==> src/rtl/glue_pkg.sv <==
package glue_pkg;
    // ************************************************************
    // Wait-state and timing constants
    // ************************************************************
    localparam int unsigned WAIT_CYCLES = 256;
    localparam int unsigned WAIT_W = 9;
    localparam logic [WAIT_W-1:0] WAIT_RESET = 9'h000;
    localparam int unsigned GRANT_PULSE_CYCLES = 1;
    // Request/grant line idle level (active low)
    localparam logic RG_IDLE = 1'b1;
    localparam logic RG_ACTIVE = 1'b0;
    // Strap level selecting legacy-CPU mode
    localparam logic STRAP_LEGACY = 1'b1;

    typedef enum logic {
        MODE_INTEGRATED,
        MODE_LEGACY
    } cpu_mode_t;

    typedef struct packed {
        logic s1;
        logic s0;
    } queue_state_t;

    // Two-way pin carrier
    typedef struct packed {
        logic o;
        logic oe;
    } pin_drive_t;
endpackage

==> src/rtl/hold_ready_bank_select_glue.sv <==
// Behaviour
// - Integrated mode, coprocessor owns bus: third-master hold becomes request/grant on line b.
// - Legacy mode: third-master hold becomes request/grant sequence on line b.
// - Third-master hold request is asynchronous; synchronise before use.
// - Ready output merges synced async ready, sync ready and wait-state signal.
// - Ready tied high: output high after first 256 cycles past reset.
// - Only the rising edge of async ready is synchronised.
// - Queue-status inputs are retimed onto queue-status outputs.
// - Bank select input is forwarded to bank select output.
// - Bank select output low when input low or coprocessor owns bus.
// - Hold-ack strap at reset release: high legacy, low integrated.
// - Integrated mode, CPU owns bus, third master requesting: CPU hold ack routed to its ack.
// - Request/grant lines are bidirectional, active low.
// - Integrated mode: CPU hold output high when coprocessor or third master requests; legacy mode keeps it low.
`timescale 1ns/1ns
module hold_ready_bank_select_glue #(
    parameter int unsigned WAIT_CYCLES = glue_pkg::WAIT_CYCLES
) (
    input wire logic ref_clk, // System clock
    input wire logic nrst, // Synchronous reset, low active
    input wire logic third_master_hold_req, // Async hold from third master
    output logic third_master_hold_ack, // Grant to third master
    output logic cpu_hold, // Hold request toward CPU
    input wire logic hold_ack, // CPU hold ack, also mode strap
    input wire logic req_grant_a_i, // Coprocessor request/grant level
    output logic req_grant_a_o, // Drive value, line a
    output logic req_grant_a_oe, // Drive enable, line a
    input wire logic req_grant_b_i, // Request/grant b level
    output logic req_grant_b_o, // Drive value, line b
    output logic req_grant_b_oe, // Drive enable, line b
    input wire logic sync_ready_in, // Synchronous ready
    input wire logic async_ready_in, // Asynchronous ready
    output logic merged_ready_out, // Merged ready
    input wire logic queue_state_in0, // CPU queue status bit 0
    input wire logic queue_state_in1, // CPU queue status bit 1
    output logic queue_state_out0, // Retimed queue status bit 0
    output logic queue_state_out1, // Retimed queue status bit 1
    input wire logic bank_select_in_n, // Bank select in, low active
    output logic bank_select_out_n // Bank select out, low active
);
    initial begin
        if (WAIT_CYCLES < 1 || WAIT_CYCLES >= (1 << glue_pkg::WAIT_W)) begin
            $error("WAIT_CYCLES out of range");
        end
    end

    // ************************************************************
    // Synchronisers and strap capture
    // ************************************************************
    logic hreq_s1_q, hreq_s2_q;
    logic async_ready_in_s1_q, async_ready_in_s2_q;
    logic rga_s1_q, rga_s2_q, rga_s3_q;
    logic rgb_s1_q, rgb_s2_q, rgb_s3_q;
    logic hack_s1_q, hack_s2_q;
    logic rga_own1_q, rga_own2_q, rgb_own1_q, rgb_own2_q;
    logic in_reset_q;
    glue_pkg::cpu_mode_t mode_q;

    always_ff @(posedge ref_clk) begin
        hreq_s1_q <= third_master_hold_req;
        hreq_s2_q <= hreq_s1_q;
        async_ready_in_s1_q <= async_ready_in;
        async_ready_in_s2_q <= async_ready_in_s1_q;
        rga_s1_q <= req_grant_a_i;
        rga_s2_q <= rga_s1_q;
        rga_s3_q <= rga_s2_q;
        rgb_s1_q <= req_grant_b_i;
        rgb_s2_q <= rgb_s1_q;
        rgb_s3_q <= rgb_s2_q;
        hack_s1_q <= hold_ack;
        hack_s2_q <= hack_s1_q;
        rga_own1_q <= req_grant_a_oe;
        rga_own2_q <= rga_own1_q;
        rgb_own1_q <= req_grant_b_oe;
        rgb_own2_q <= rgb_own1_q;
    end

    always_ff @(posedge ref_clk) begin
        in_reset_q <= !nrst;
        if (in_reset_q && nrst) begin
            mode_q <= (hack_s2_q == glue_pkg::STRAP_LEGACY) ?
                glue_pkg::MODE_LEGACY : glue_pkg::MODE_INTEGRATED;
        end else if (!nrst) begin
            mode_q <= glue_pkg::MODE_INTEGRATED;
        end
    end

    // Active-low pulses on request/grant lines, as seen after sync
    // Own drive returns through the sync two edges late and is masked
    wire rga_pulse = rga_s3_q && !rga_s2_q && !rga_own2_q;
    wire rgb_pulse = rgb_s3_q && !rgb_s2_q && !rgb_own2_q;
    wire legacy = (mode_q == glue_pkg::MODE_LEGACY);

    // ************************************************************
    // Bus arbitration
    // ************************************************************
    typedef enum logic [3:0] {
        ST_CPU,       // CPU owns bus
        ST_T_HOLD,    // Third master waits on CPU hold ack
        ST_T_OWN,     // Third master owns via CPU hold
        ST_C_HOLD,    // Coprocessor waits on CPU hold ack
        ST_C_GRANT,   // Grant pulse to coprocessor
        ST_C_OWN,     // Coprocessor owns bus
        ST_C_REL,     // Coprocessor released, drop hold
        ST_B_REQ,     // Request pulse on line b
        ST_B_WAIT,    // Await grant pulse on line b
        ST_B_OWN,     // Third master owns via line b
        ST_B_REL      // Release pulse on line b
    } arb_state_t;

    arb_state_t st_q, st_d;
    logic rgb_drive_d;

    always_comb begin
        st_d = st_q;
        rgb_drive_d = glue_pkg::RG_IDLE;
        unique case (st_q)
            ST_CPU: begin
                if (hreq_s2_q) begin
                    st_d = legacy ? ST_B_REQ : ST_T_HOLD;
                end else if (!legacy && rga_pulse) begin
                    st_d = ST_C_HOLD;
                end
            end
            ST_T_HOLD: begin
                if (!hreq_s2_q) begin
                    st_d = ST_CPU;
                end else if (hack_s2_q) begin
                    st_d = ST_T_OWN;
                end
            end
            ST_T_OWN: begin
                if (!hreq_s2_q) begin
                    st_d = ST_CPU;
                end
            end
            ST_C_HOLD: begin
                if (hack_s2_q) begin
                    st_d = ST_C_GRANT;
                end
            end
            ST_C_GRANT: begin
                st_d = ST_C_OWN;
            end
            ST_C_OWN: begin
                if (rga_pulse) begin
                    st_d = ST_C_REL;
                end else if (hreq_s2_q) begin
                    st_d = ST_B_REQ;
                end
            end
            ST_C_REL: begin
                st_d = ST_CPU;
            end
            ST_B_REQ: begin
                rgb_drive_d = glue_pkg::RG_ACTIVE;
                st_d = ST_B_WAIT;
            end
            ST_B_WAIT: begin
                if (rgb_pulse) begin
                    st_d = ST_B_OWN;
                end
            end
            ST_B_OWN: begin
                if (!hreq_s2_q) begin
                    st_d = ST_B_REL;
                end
            end
            ST_B_REL: begin
                rgb_drive_d = glue_pkg::RG_ACTIVE;
                st_d = legacy ? ST_CPU : ST_C_OWN;
            end
            default: begin
                st_d = ST_CPU;
            end
        endcase
    end

    // Coprocessor holds bus, including while lending it on line b
    wire copro_owns = (st_d == ST_C_OWN) || (st_d == ST_C_GRANT) ||
        (!legacy && ((st_d == ST_B_REQ) || (st_d == ST_B_WAIT) ||
        (st_d == ST_B_OWN) || (st_d == ST_B_REL)));
    wire hold_d = !legacy && (st_d != ST_CPU);
    wire ack_d = (st_d == ST_T_OWN) || (st_d == ST_B_OWN);
    wire rga_drive_d = (st_d == ST_C_GRANT) ? glue_pkg::RG_ACTIVE : glue_pkg::RG_IDLE;

    // ************************************************************
    // Ready merge and wait-state counter
    // ************************************************************
    logic [glue_pkg::WAIT_W-1:0] wait_cnt_q;
    logic async_ready_in_q;
    wire wait_done = (wait_cnt_q == WAIT_CYCLES[glue_pkg::WAIT_W-1:0]);
    // Rising edge retimed, falling edge taken straight from the pin
    wire async_ready_in_d = async_ready_in_s2_q && async_ready_in;
    wire ready_d = wait_done && (async_ready_in_d || sync_ready_in);

    always_ff @(posedge ref_clk) begin
        if (!nrst) begin
            wait_cnt_q <= glue_pkg::WAIT_RESET;
        end else if (!wait_done) begin
            wait_cnt_q <= wait_cnt_q + 1'b1;
        end
    end

    // ************************************************************
    // Output registers
    // ************************************************************
    always_ff @(posedge ref_clk) begin
        if (!nrst) begin
            st_q <= ST_CPU;
            third_master_hold_ack <= 1'b0;
            cpu_hold <= 1'b0;
            req_grant_a_o <= glue_pkg::RG_IDLE;
            req_grant_a_oe <= 1'b0;
            req_grant_b_o <= glue_pkg::RG_IDLE;
            req_grant_b_oe <= 1'b0;
            merged_ready_out <= 1'b0;
            queue_state_out0 <= 1'b0;
            queue_state_out1 <= 1'b0;
            bank_select_out_n <= 1'b1;
        end else begin
            st_q <= st_d;
            third_master_hold_ack <= ack_d;
            cpu_hold <= hold_d;
            req_grant_a_o <= rga_drive_d;
            req_grant_a_oe <= (rga_drive_d == glue_pkg::RG_ACTIVE);
            req_grant_b_o <= rgb_drive_d;
            req_grant_b_oe <= (rgb_drive_d == glue_pkg::RG_ACTIVE);
            merged_ready_out <= ready_d;
            queue_state_out0 <= queue_state_in0;
            queue_state_out1 <= queue_state_in1;
            bank_select_out_n <= bank_select_in_n && !copro_owns;
        end
    end
endmodule // hold_ready_bank_select_glue

==> config.mk <==
export PLATFORM = sky130hd
export DESIGN_NAME = hold_ready_bank_select_glue
export DESIGN_NICKNAME = d
export VERILOG_FILES = /design/src/rtl/glue_pkg.sv /design/src/rtl/hold_ready_bank_select_glue.sv
export SDC_FILE = /design/constraint.sdc
export NUM_CORES = 1
export LEC_CHECK = 0
export ABC_AREA = 1
export BUFFER_PORTS_ARGS = -buffer_cell sky130_fd_sc_hd__buf_2
export CAP_MARGIN = 10
export CORE_AREA = 2 2 62 64
export DETAILED_ROUTE_END_ITERATION = 10
export DIE_AREA = 0 0 64 66
export SETUP_SLACK_MARGIN = 0.1
export SLEW_MARGIN = 30
export SYNTH_ARGS = -nofsm -noshare
export SYNTH_HDL_FRONTEND = slang
export SYNTH_SLANG_ARGS = --single-unit
==> constraint.sdc <==
create_clock -name ref_clk -period 1.8 [get_ports ref_clk]
set_input_delay 0 -clock ref_clk [delete_from_list [all_inputs] [get_ports ref_clk]]
set_output_delay 0 -clock ref_clk [all_outputs]
set_load 0.05 [all_outputs]
==> results.toml, run 1 <==
[outcome]
outcome = "finished, final reports clean"

[drt]
detail-route-antenna-nets = 0
drt-initial-drc-count = 65
vias_after_detailed_routing = 1298
met2RoutedLength_um = 1290
drt_pre_antenna_iters = 4
routed_wire_length_per_instance_um = 10.1
routed_via_density = 4.59
wl_um = 2850
drc = 0
detail_route.wirelength.met1_um = 1330
top_signal_layer_used = "met4"
wl_met3_um = 149

[worst_setup_path]
crit_slowest_cell = "sky130_fd_sc_hd__dfxtp_1"
criticalPathCategory = "flop to flop"
largest_driver_fanout_on_the_critical_path = 7
startpoint_type = "flop"
path_cells = "inv_2 > nand2_2 > nor2_2 > nand2_1 > nand2_1 > nor2_2 > nand3_2 > o21a_1 > nand2_1 > nand2_1"
endpoint_required_time_on_the_critical_path_ns = 2.05
delay_of_the_slowest_cell_on_the_worst_path_ns = 0.50
arrival_ns = 1.74
crit_path_end_kind = "flop"
worst_path_most_repeated_cell = "sky130_fd_sc_hd__nand2_1"

[final_layout]
num-fill-cells = 337
finish.instance_area_mm2 = 0.00193
mostFrequentLayoutCell = "sky130_fd_sc_hd__nand2_1"
layout-drive-gt1-share_pct = 18.3
synthToLayoutAreaGrowth_pct = 24.3
fin_util_pct = 54.3
largest_register_ff_count = 9
mostFrequentLayoutCells = "sky130_fd_sc_hd__nand2_1, sky130_fd_sc_hd__dfxtp_1, sky130_fd_sc_hd__nor2_1, sky130_fd_sc_hd__inv_1, sky130_fd_sc_hd__buf_2"
largest-register = "wait_cnt_q"
layoutNonFillerInstCount = 283
top_regs = "wait_cnt_q x9, st_q x4"
insertedDiodeCount = 0
finish.net_count = 247

[logic_synthesis]
main_combinational_cell_family_by_area_after_synthesis = "simple AND/OR/NAND/NOR gates"
mappedNetlistNets = 210
yosysWarningCount = 0
netlist_instances = 197
complex_gate_fraction_of_the_synthesized_area_pct = 7.42
synth-adder-area-share_pct = 1.61
synth.cell_area_mm2 = 0.00155
yosys.area_share.simple_pct = 29.0
ys_seq_area_share_pct = 53.5
post_synth_xor_area_fraction_pct = 0.565
post_synth.cell_area_avg_um2 = 7.88
ys_types = 25
yosys-mux-area-fraction_pct = 0
ys_ff_latch = 41

[sta]
max_freq_ghz = 0.670
setup_tns_ns = 0
post-route-period-util_pct = 82.9
setup_viol = 0
grt_setup_unrepaired = "no"
report.final.hold_viol_count = 0
tightest_slew_ns = 0.443
final_critical_path_setup_slack_ns = 0.308
final.min_clock_period_ns = 1.49
clock-skew-final_ns = 0.00704
maxSlewHeadroom_pct = 70.5
timing.final.max_slew_violations = 0

[flow_run]
maxCapViolations = 0

[clock_network]
post_cts_buffers = 0
tritoncts = "done"
cts_num_sinks = 41
clk_transition_reported_paths_ns = 0.13
cts-root-buf = "sky130_fd_sc_hd__clkbuf_4"
ctsResizeCount = 0
worst_skew_pair.late_latency_ns = 0.35
ctsLongestPathBuffers = 2
cts_buffers = 5
cts_hold_repair.buffers = 12
cts_htree_levels = 2

[grt]
wire_length_of_the_first_global_routing_pass_um = 4710
grt_use_total_pct = 14.7
grt_overflow_total = 0
grt_max_degree = 15
antenna_found_initial = 0
vias_in_the_first_global_route = 1162

[placement]
place.detailed.instances = 263
hpwlAfterDp_um = 1950
routability_congestion_estimate = 0.928
place_ws_ns = 0.321
placedInstanceArea_mm2 = 0.00171
port_buffers = 20

[power_and_ir_drop]
max_vdd_drop_mv = 0.687
leakage_uw = 0.000898
powerDensity_mw_per_mm2 = 1210

[floorplan]
initial_core_utilization_pct = 43.7
rows = 22
fp.dieW_um = 64
fp.dieArea_mm2 = 0.00422
boundary_pins = 21
fp.dieH_um = 66
core_mm2 = 0.00355

[min_path]
hold_class = "primary input to flop"
cell type report:
type                       count  area, µm²  share of cell area (%)
timing repair buffer          33        228                    11.8
inverter                      29        109                    5.65
tap                           48       60.1                    3.11
clock buffer                   6       62.6                    3.24
multi-input combinational    124        599                    31.1
clock inverter                 2       38.8                    2.01
sequential                    41        831                    43.1
power breakdown:
part | switching [µW] | internal (µW)
Sequential | 61.8 | 987
Combinational | 394 | 190
Clock | 310 | 381
Total | 766 | 1560
routing by layer:
layer / track usage [%] / vias to the layer above
li1: - / 689
met3: 4.60 / 8
met2: 23.4 / 36
met5: 0 / -
met4: 8.42 / 0
met1: 17.6 / 565
path summary, 6_finish.rpt:
| check | end | slack [ns] | startpoint | cells after the start |
|---|---|---|---|---|
| max | bank_select_out_n | 0.31 | st_q[1] | 10 |
| min | rgb_s1_q | 0.27 | req_grant_b_i | 2 |
| max reg2reg | bank_select_out_n | 0.31 | st_q[1] | 10 |
| min reg2reg | async_ready_in_s2_q | 0.34 | async_ready_in_s1_q | 0 |
kinds of logic (layout without fill, tap and decap cells):
logic type               count (synthesis)  in the layout
XOR/XNOR                                 1              1
flip-flops                              41             41
buffers and inverters                   32             70
AO/OA/AOI/OAI                           20             20
adder cells (fa/ha/maj)                  2              2
AND/OR/NAND/NOR                        101            101
synth_stat cells, drive strengths merged:
library cell,instances,share of area (%)
nand2,43,11
dfxtp,40,52
nor2,35,9.6
inv,29,7.0
nand3,13,4.8
a21oi,10,4.0
o21ai,8,2.6
nor3,4,1.3
nand4,3,1.2
clkbuf,2,0.48
ha,2,1.6
a31oi,1,0.40
buf,1,0.32
edfxtp,1,1.9
nand3b,1,0.48
nor3b,1,0.48
nor4,1,0.40
o21a,1,0.48
xor2,1,0.56
critical path, delay by kind of cell (launching register included):
kind / cells / cell delay (ns)
compound gates: 1 / 0.21
buf+inv: 1 / 0.10
simple gates: 8 / 0.57
flops: 1 / 0.50
per-stage QoR:
step | hold WS, ns | total power, µW
after floorplan | 0.0277 | 1520
after global placement | 0.103 | 1640
after detailed placement | 0.105 | 1630
after CTS | 0.251 | 2350
after global routing | 0.266 | 2450
final | 0.271 | 2320
Note: power is estimated with default switching activity, not from simulation.
==> run 2, diff against run 1 <==
- PLACE_DENSITY: unset -> 0.66
- clock period: 1.8 -> 1.2 ns (I/O delays scaled with it)
==> run 2 against run 1 <==
Compared with the run above: the run now ends with negative setup slack left; core utilization up 12 points; global-route usage increased by 2.2 points; final area grew 22%; clock power rose by 12%; clock skew is 0.0054 ns higher; setup slack lost 0.46 ns; power increased by 56%; die area stayed put; maximum frequency rose by 10%; hold slack lost 0.0025 ns; routed wire length grew 25%; critical path type unchanged; largest cell class unchanged.
==> results.toml, run 2 (synthesis results as in run 1) <==
[worst_setup_path]
timing.rr.end = "bank_select_out_n"
crit_path_end_kind = "flop"
endpoint_required_time_on_the_critical_path_ns = 1.48
arrival_ns = 1.63
ff2ff_setup_slack_ns = -0.16
largest_driver_fanout_on_the_critical_path = 6
path_cells = "inv_4 > nand2_4 > nor2_4 > nand2_1 > nand2_1 > nor2_2 > nand3_4 > o21a_1 > nand2_1 > nand2_1"
regToRegStartpoint = "st_q[1]"
startpoint_type = "flop"
worst_path_most_repeated_cell = "sky130_fd_sc_hd__nand2_1"
criticalPathCategory = "flop to flop"
rr_worst_depth = 10
delay_of_the_slowest_cell_on_the_worst_path_ns = 0.45
crit_slowest_cell = "sky130_fd_sc_hd__dfxtp_4"

[final_layout]
synthToLayoutAreaGrowth_pct = 51.6
largest-register = "wait_cnt_q"
largest_register_ff_count = 9
finish.instance_area_mm2 = 0.00235
mostFrequentLayoutCell = "sky130_fd_sc_hd__nand2_1"
top_regs = "wait_cnt_q x9, st_q x4"
finish.net_count = 272
layout-drive-gt1-share_pct = 47.3
mostFrequentLayoutCells = "sky130_fd_sc_hd__nand2_1, sky130_fd_sc_hd__dfxtp_1, sky130_fd_sc_hd__buf_4, sky130_fd_sc_hd__buf_2, sky130_fd_sc_hd__inv_1"
insertedDiodeCount = 0

[grt]
wire_length_of_the_first_global_routing_pass_um = 5440
grt_use_total_pct = 17.0
grt_overflow_total = 0
grt_max_degree = 17
antenna_found_initial = 0
vias_in_the_first_global_route = 1265

[drt]
detail-route-antenna-nets = 0
wl_um = 3560
routed_wire_length_per_instance_um = 11.6
top_signal_layer_used = "met4"
met2RoutedLength_um = 1720
drc = 0
routed_via_density = 4.67
wl_met3_um = 127
detail_route.wirelength.met1_um = 1580
vias_after_detailed_routing = 1438
drt-initial-drc-count = 66
drt_pre_antenna_iters = 4

[sta]
final_critical_path_setup_slack_ns = -0.155
timing.final.max_slew_violations = 0
final.min_clock_period_ns = 1.36
setup_viol = 9
setup_tns_ns = -0.684
report.final.hold_viol_count = 0
maxSlewHeadroom_pct = 74.5
grt_setup_unrepaired = "yes"
clock-skew-final_ns = 0.0125
tightest_slew_ns = 0.381
post-route-period-util_pct = 113
max_freq_ghz = 0.738

[floorplan]
boundary_pins = 21
fp.dieH_um = 66
rows = 22
core_mm2 = 0.00355
fp.dieW_um = 64
fp.dieArea_mm2 = 0.00422
initial_core_utilization_pct = 43.7

[clock_network]
cts_buffers = 5
cts-root-buf = "sky130_fd_sc_hd__clkbuf_4"
worst_skew_pair.late_latency_ns = 0.36
cts_num_sinks = 41
clk_transition_reported_paths_ns = 0.14
cts_htree_levels = 2
ctsLongestPathBuffers = 2
tritoncts = "done"

[placement]
hpwlAfterDp_um = 2100
port_buffers = 20
placedInstanceArea_mm2 = 0.00186
routability_congestion_estimate = 0.850
place_ws_ns = -0.148

[power_and_ir_drop]
powerDensity_mw_per_mm2 = 1540
leakage_uw = 0.00107
max_vdd_drop_mv = 0.990
total_power_uw = 3620

[min_path]
min_path_cells = 2
hold_class = "primary input to flop"
hold_end = "rgb_s1_q"
hold_path_startpoint = "req_grant_b_i"

[flow_run]
maxCapViolations = 0

[outcome]
failed_checks = "negative setup slack"
outcome = "complete, but fails checks"
run 2: changes by cell type in the layout (fill, tap and decap cells not counted), sizes merged:
cell	change
buf	+27
dlygate4sd3	-2
inv	+2
bufinv	-1
clkbuf	-1
run 2: routing by layer:
layer  track usage (%)  vias to the layer above
li1                  -                      743
met2              28.0                       36
met3              5.28                       13
met1              20.4                      646
met5                 0                        -
met4              7.07                        0
run 2: what timing repair did:
action	4_1_cts	5_1_grt
hold buffers	10	0
buffers inserted	7	7
endpoints found under the setup margin	15	18
resized for setup	36	36
hold endpoints to repair	10	0
pin swaps	17	12
run 2: worst max-delay path by stage:
stage                             start                     to  depth (start not counted)
final                           st_q[1]      bank_select_out_n                         10
after global routing             legacy  third_master_hold_ack                          9
after CTS                        legacy  third_master_hold_ack                          9
after detailed placement        st_q[1]      bank_select_out_n                         12
after global placement          st_q[1]  third_master_hold_ack                         10
after floorplan           wait_cnt_q[1]          wait_cnt_q[8]                          8
run 2: through the flow:
step	hold slack, ns	instances	utilization (%)
6_report	0.268	308	66.2
5_1_grt	0.249	308	66.2
2_1_floorplan	0.0277	197	-
3_5_place_dp	0.104	277	52.5
3_3_place_gp	0.102	277	52.5
4_1_cts	0.237	301	61.3
run 2: final cells by class:
class	instances	area, µm²
Sequential cell	41	861
Tap cell	48	60.1
Fill cell	278	1200
Clock inverter	3	28.8
Timing Repair Buffer	58	433
Clock buffer	5	37.5
Multi-Input combinational cell	124	813
Inverter	29	119
run 2: critical path: cells and delay by family, from the launching register on:
| kind | cells | cell delay (ns) |
|---|---|---|
| buffers and inverters | 1 | 0.07 |
| and+or+nand+nor | 8 | 0.56 |
| AOI/OAI and AO/OA | 1 | 0.19 |
| DFF | 1 | 0.45 |
run 2: where the power goes:
part	internal (µW)	total (µW)	leakage, µW	switching [µW]
registers	1500	1650	0.000347	150
logic	477	1200	0.000684	719
clock network	258	773	0.0000381	514
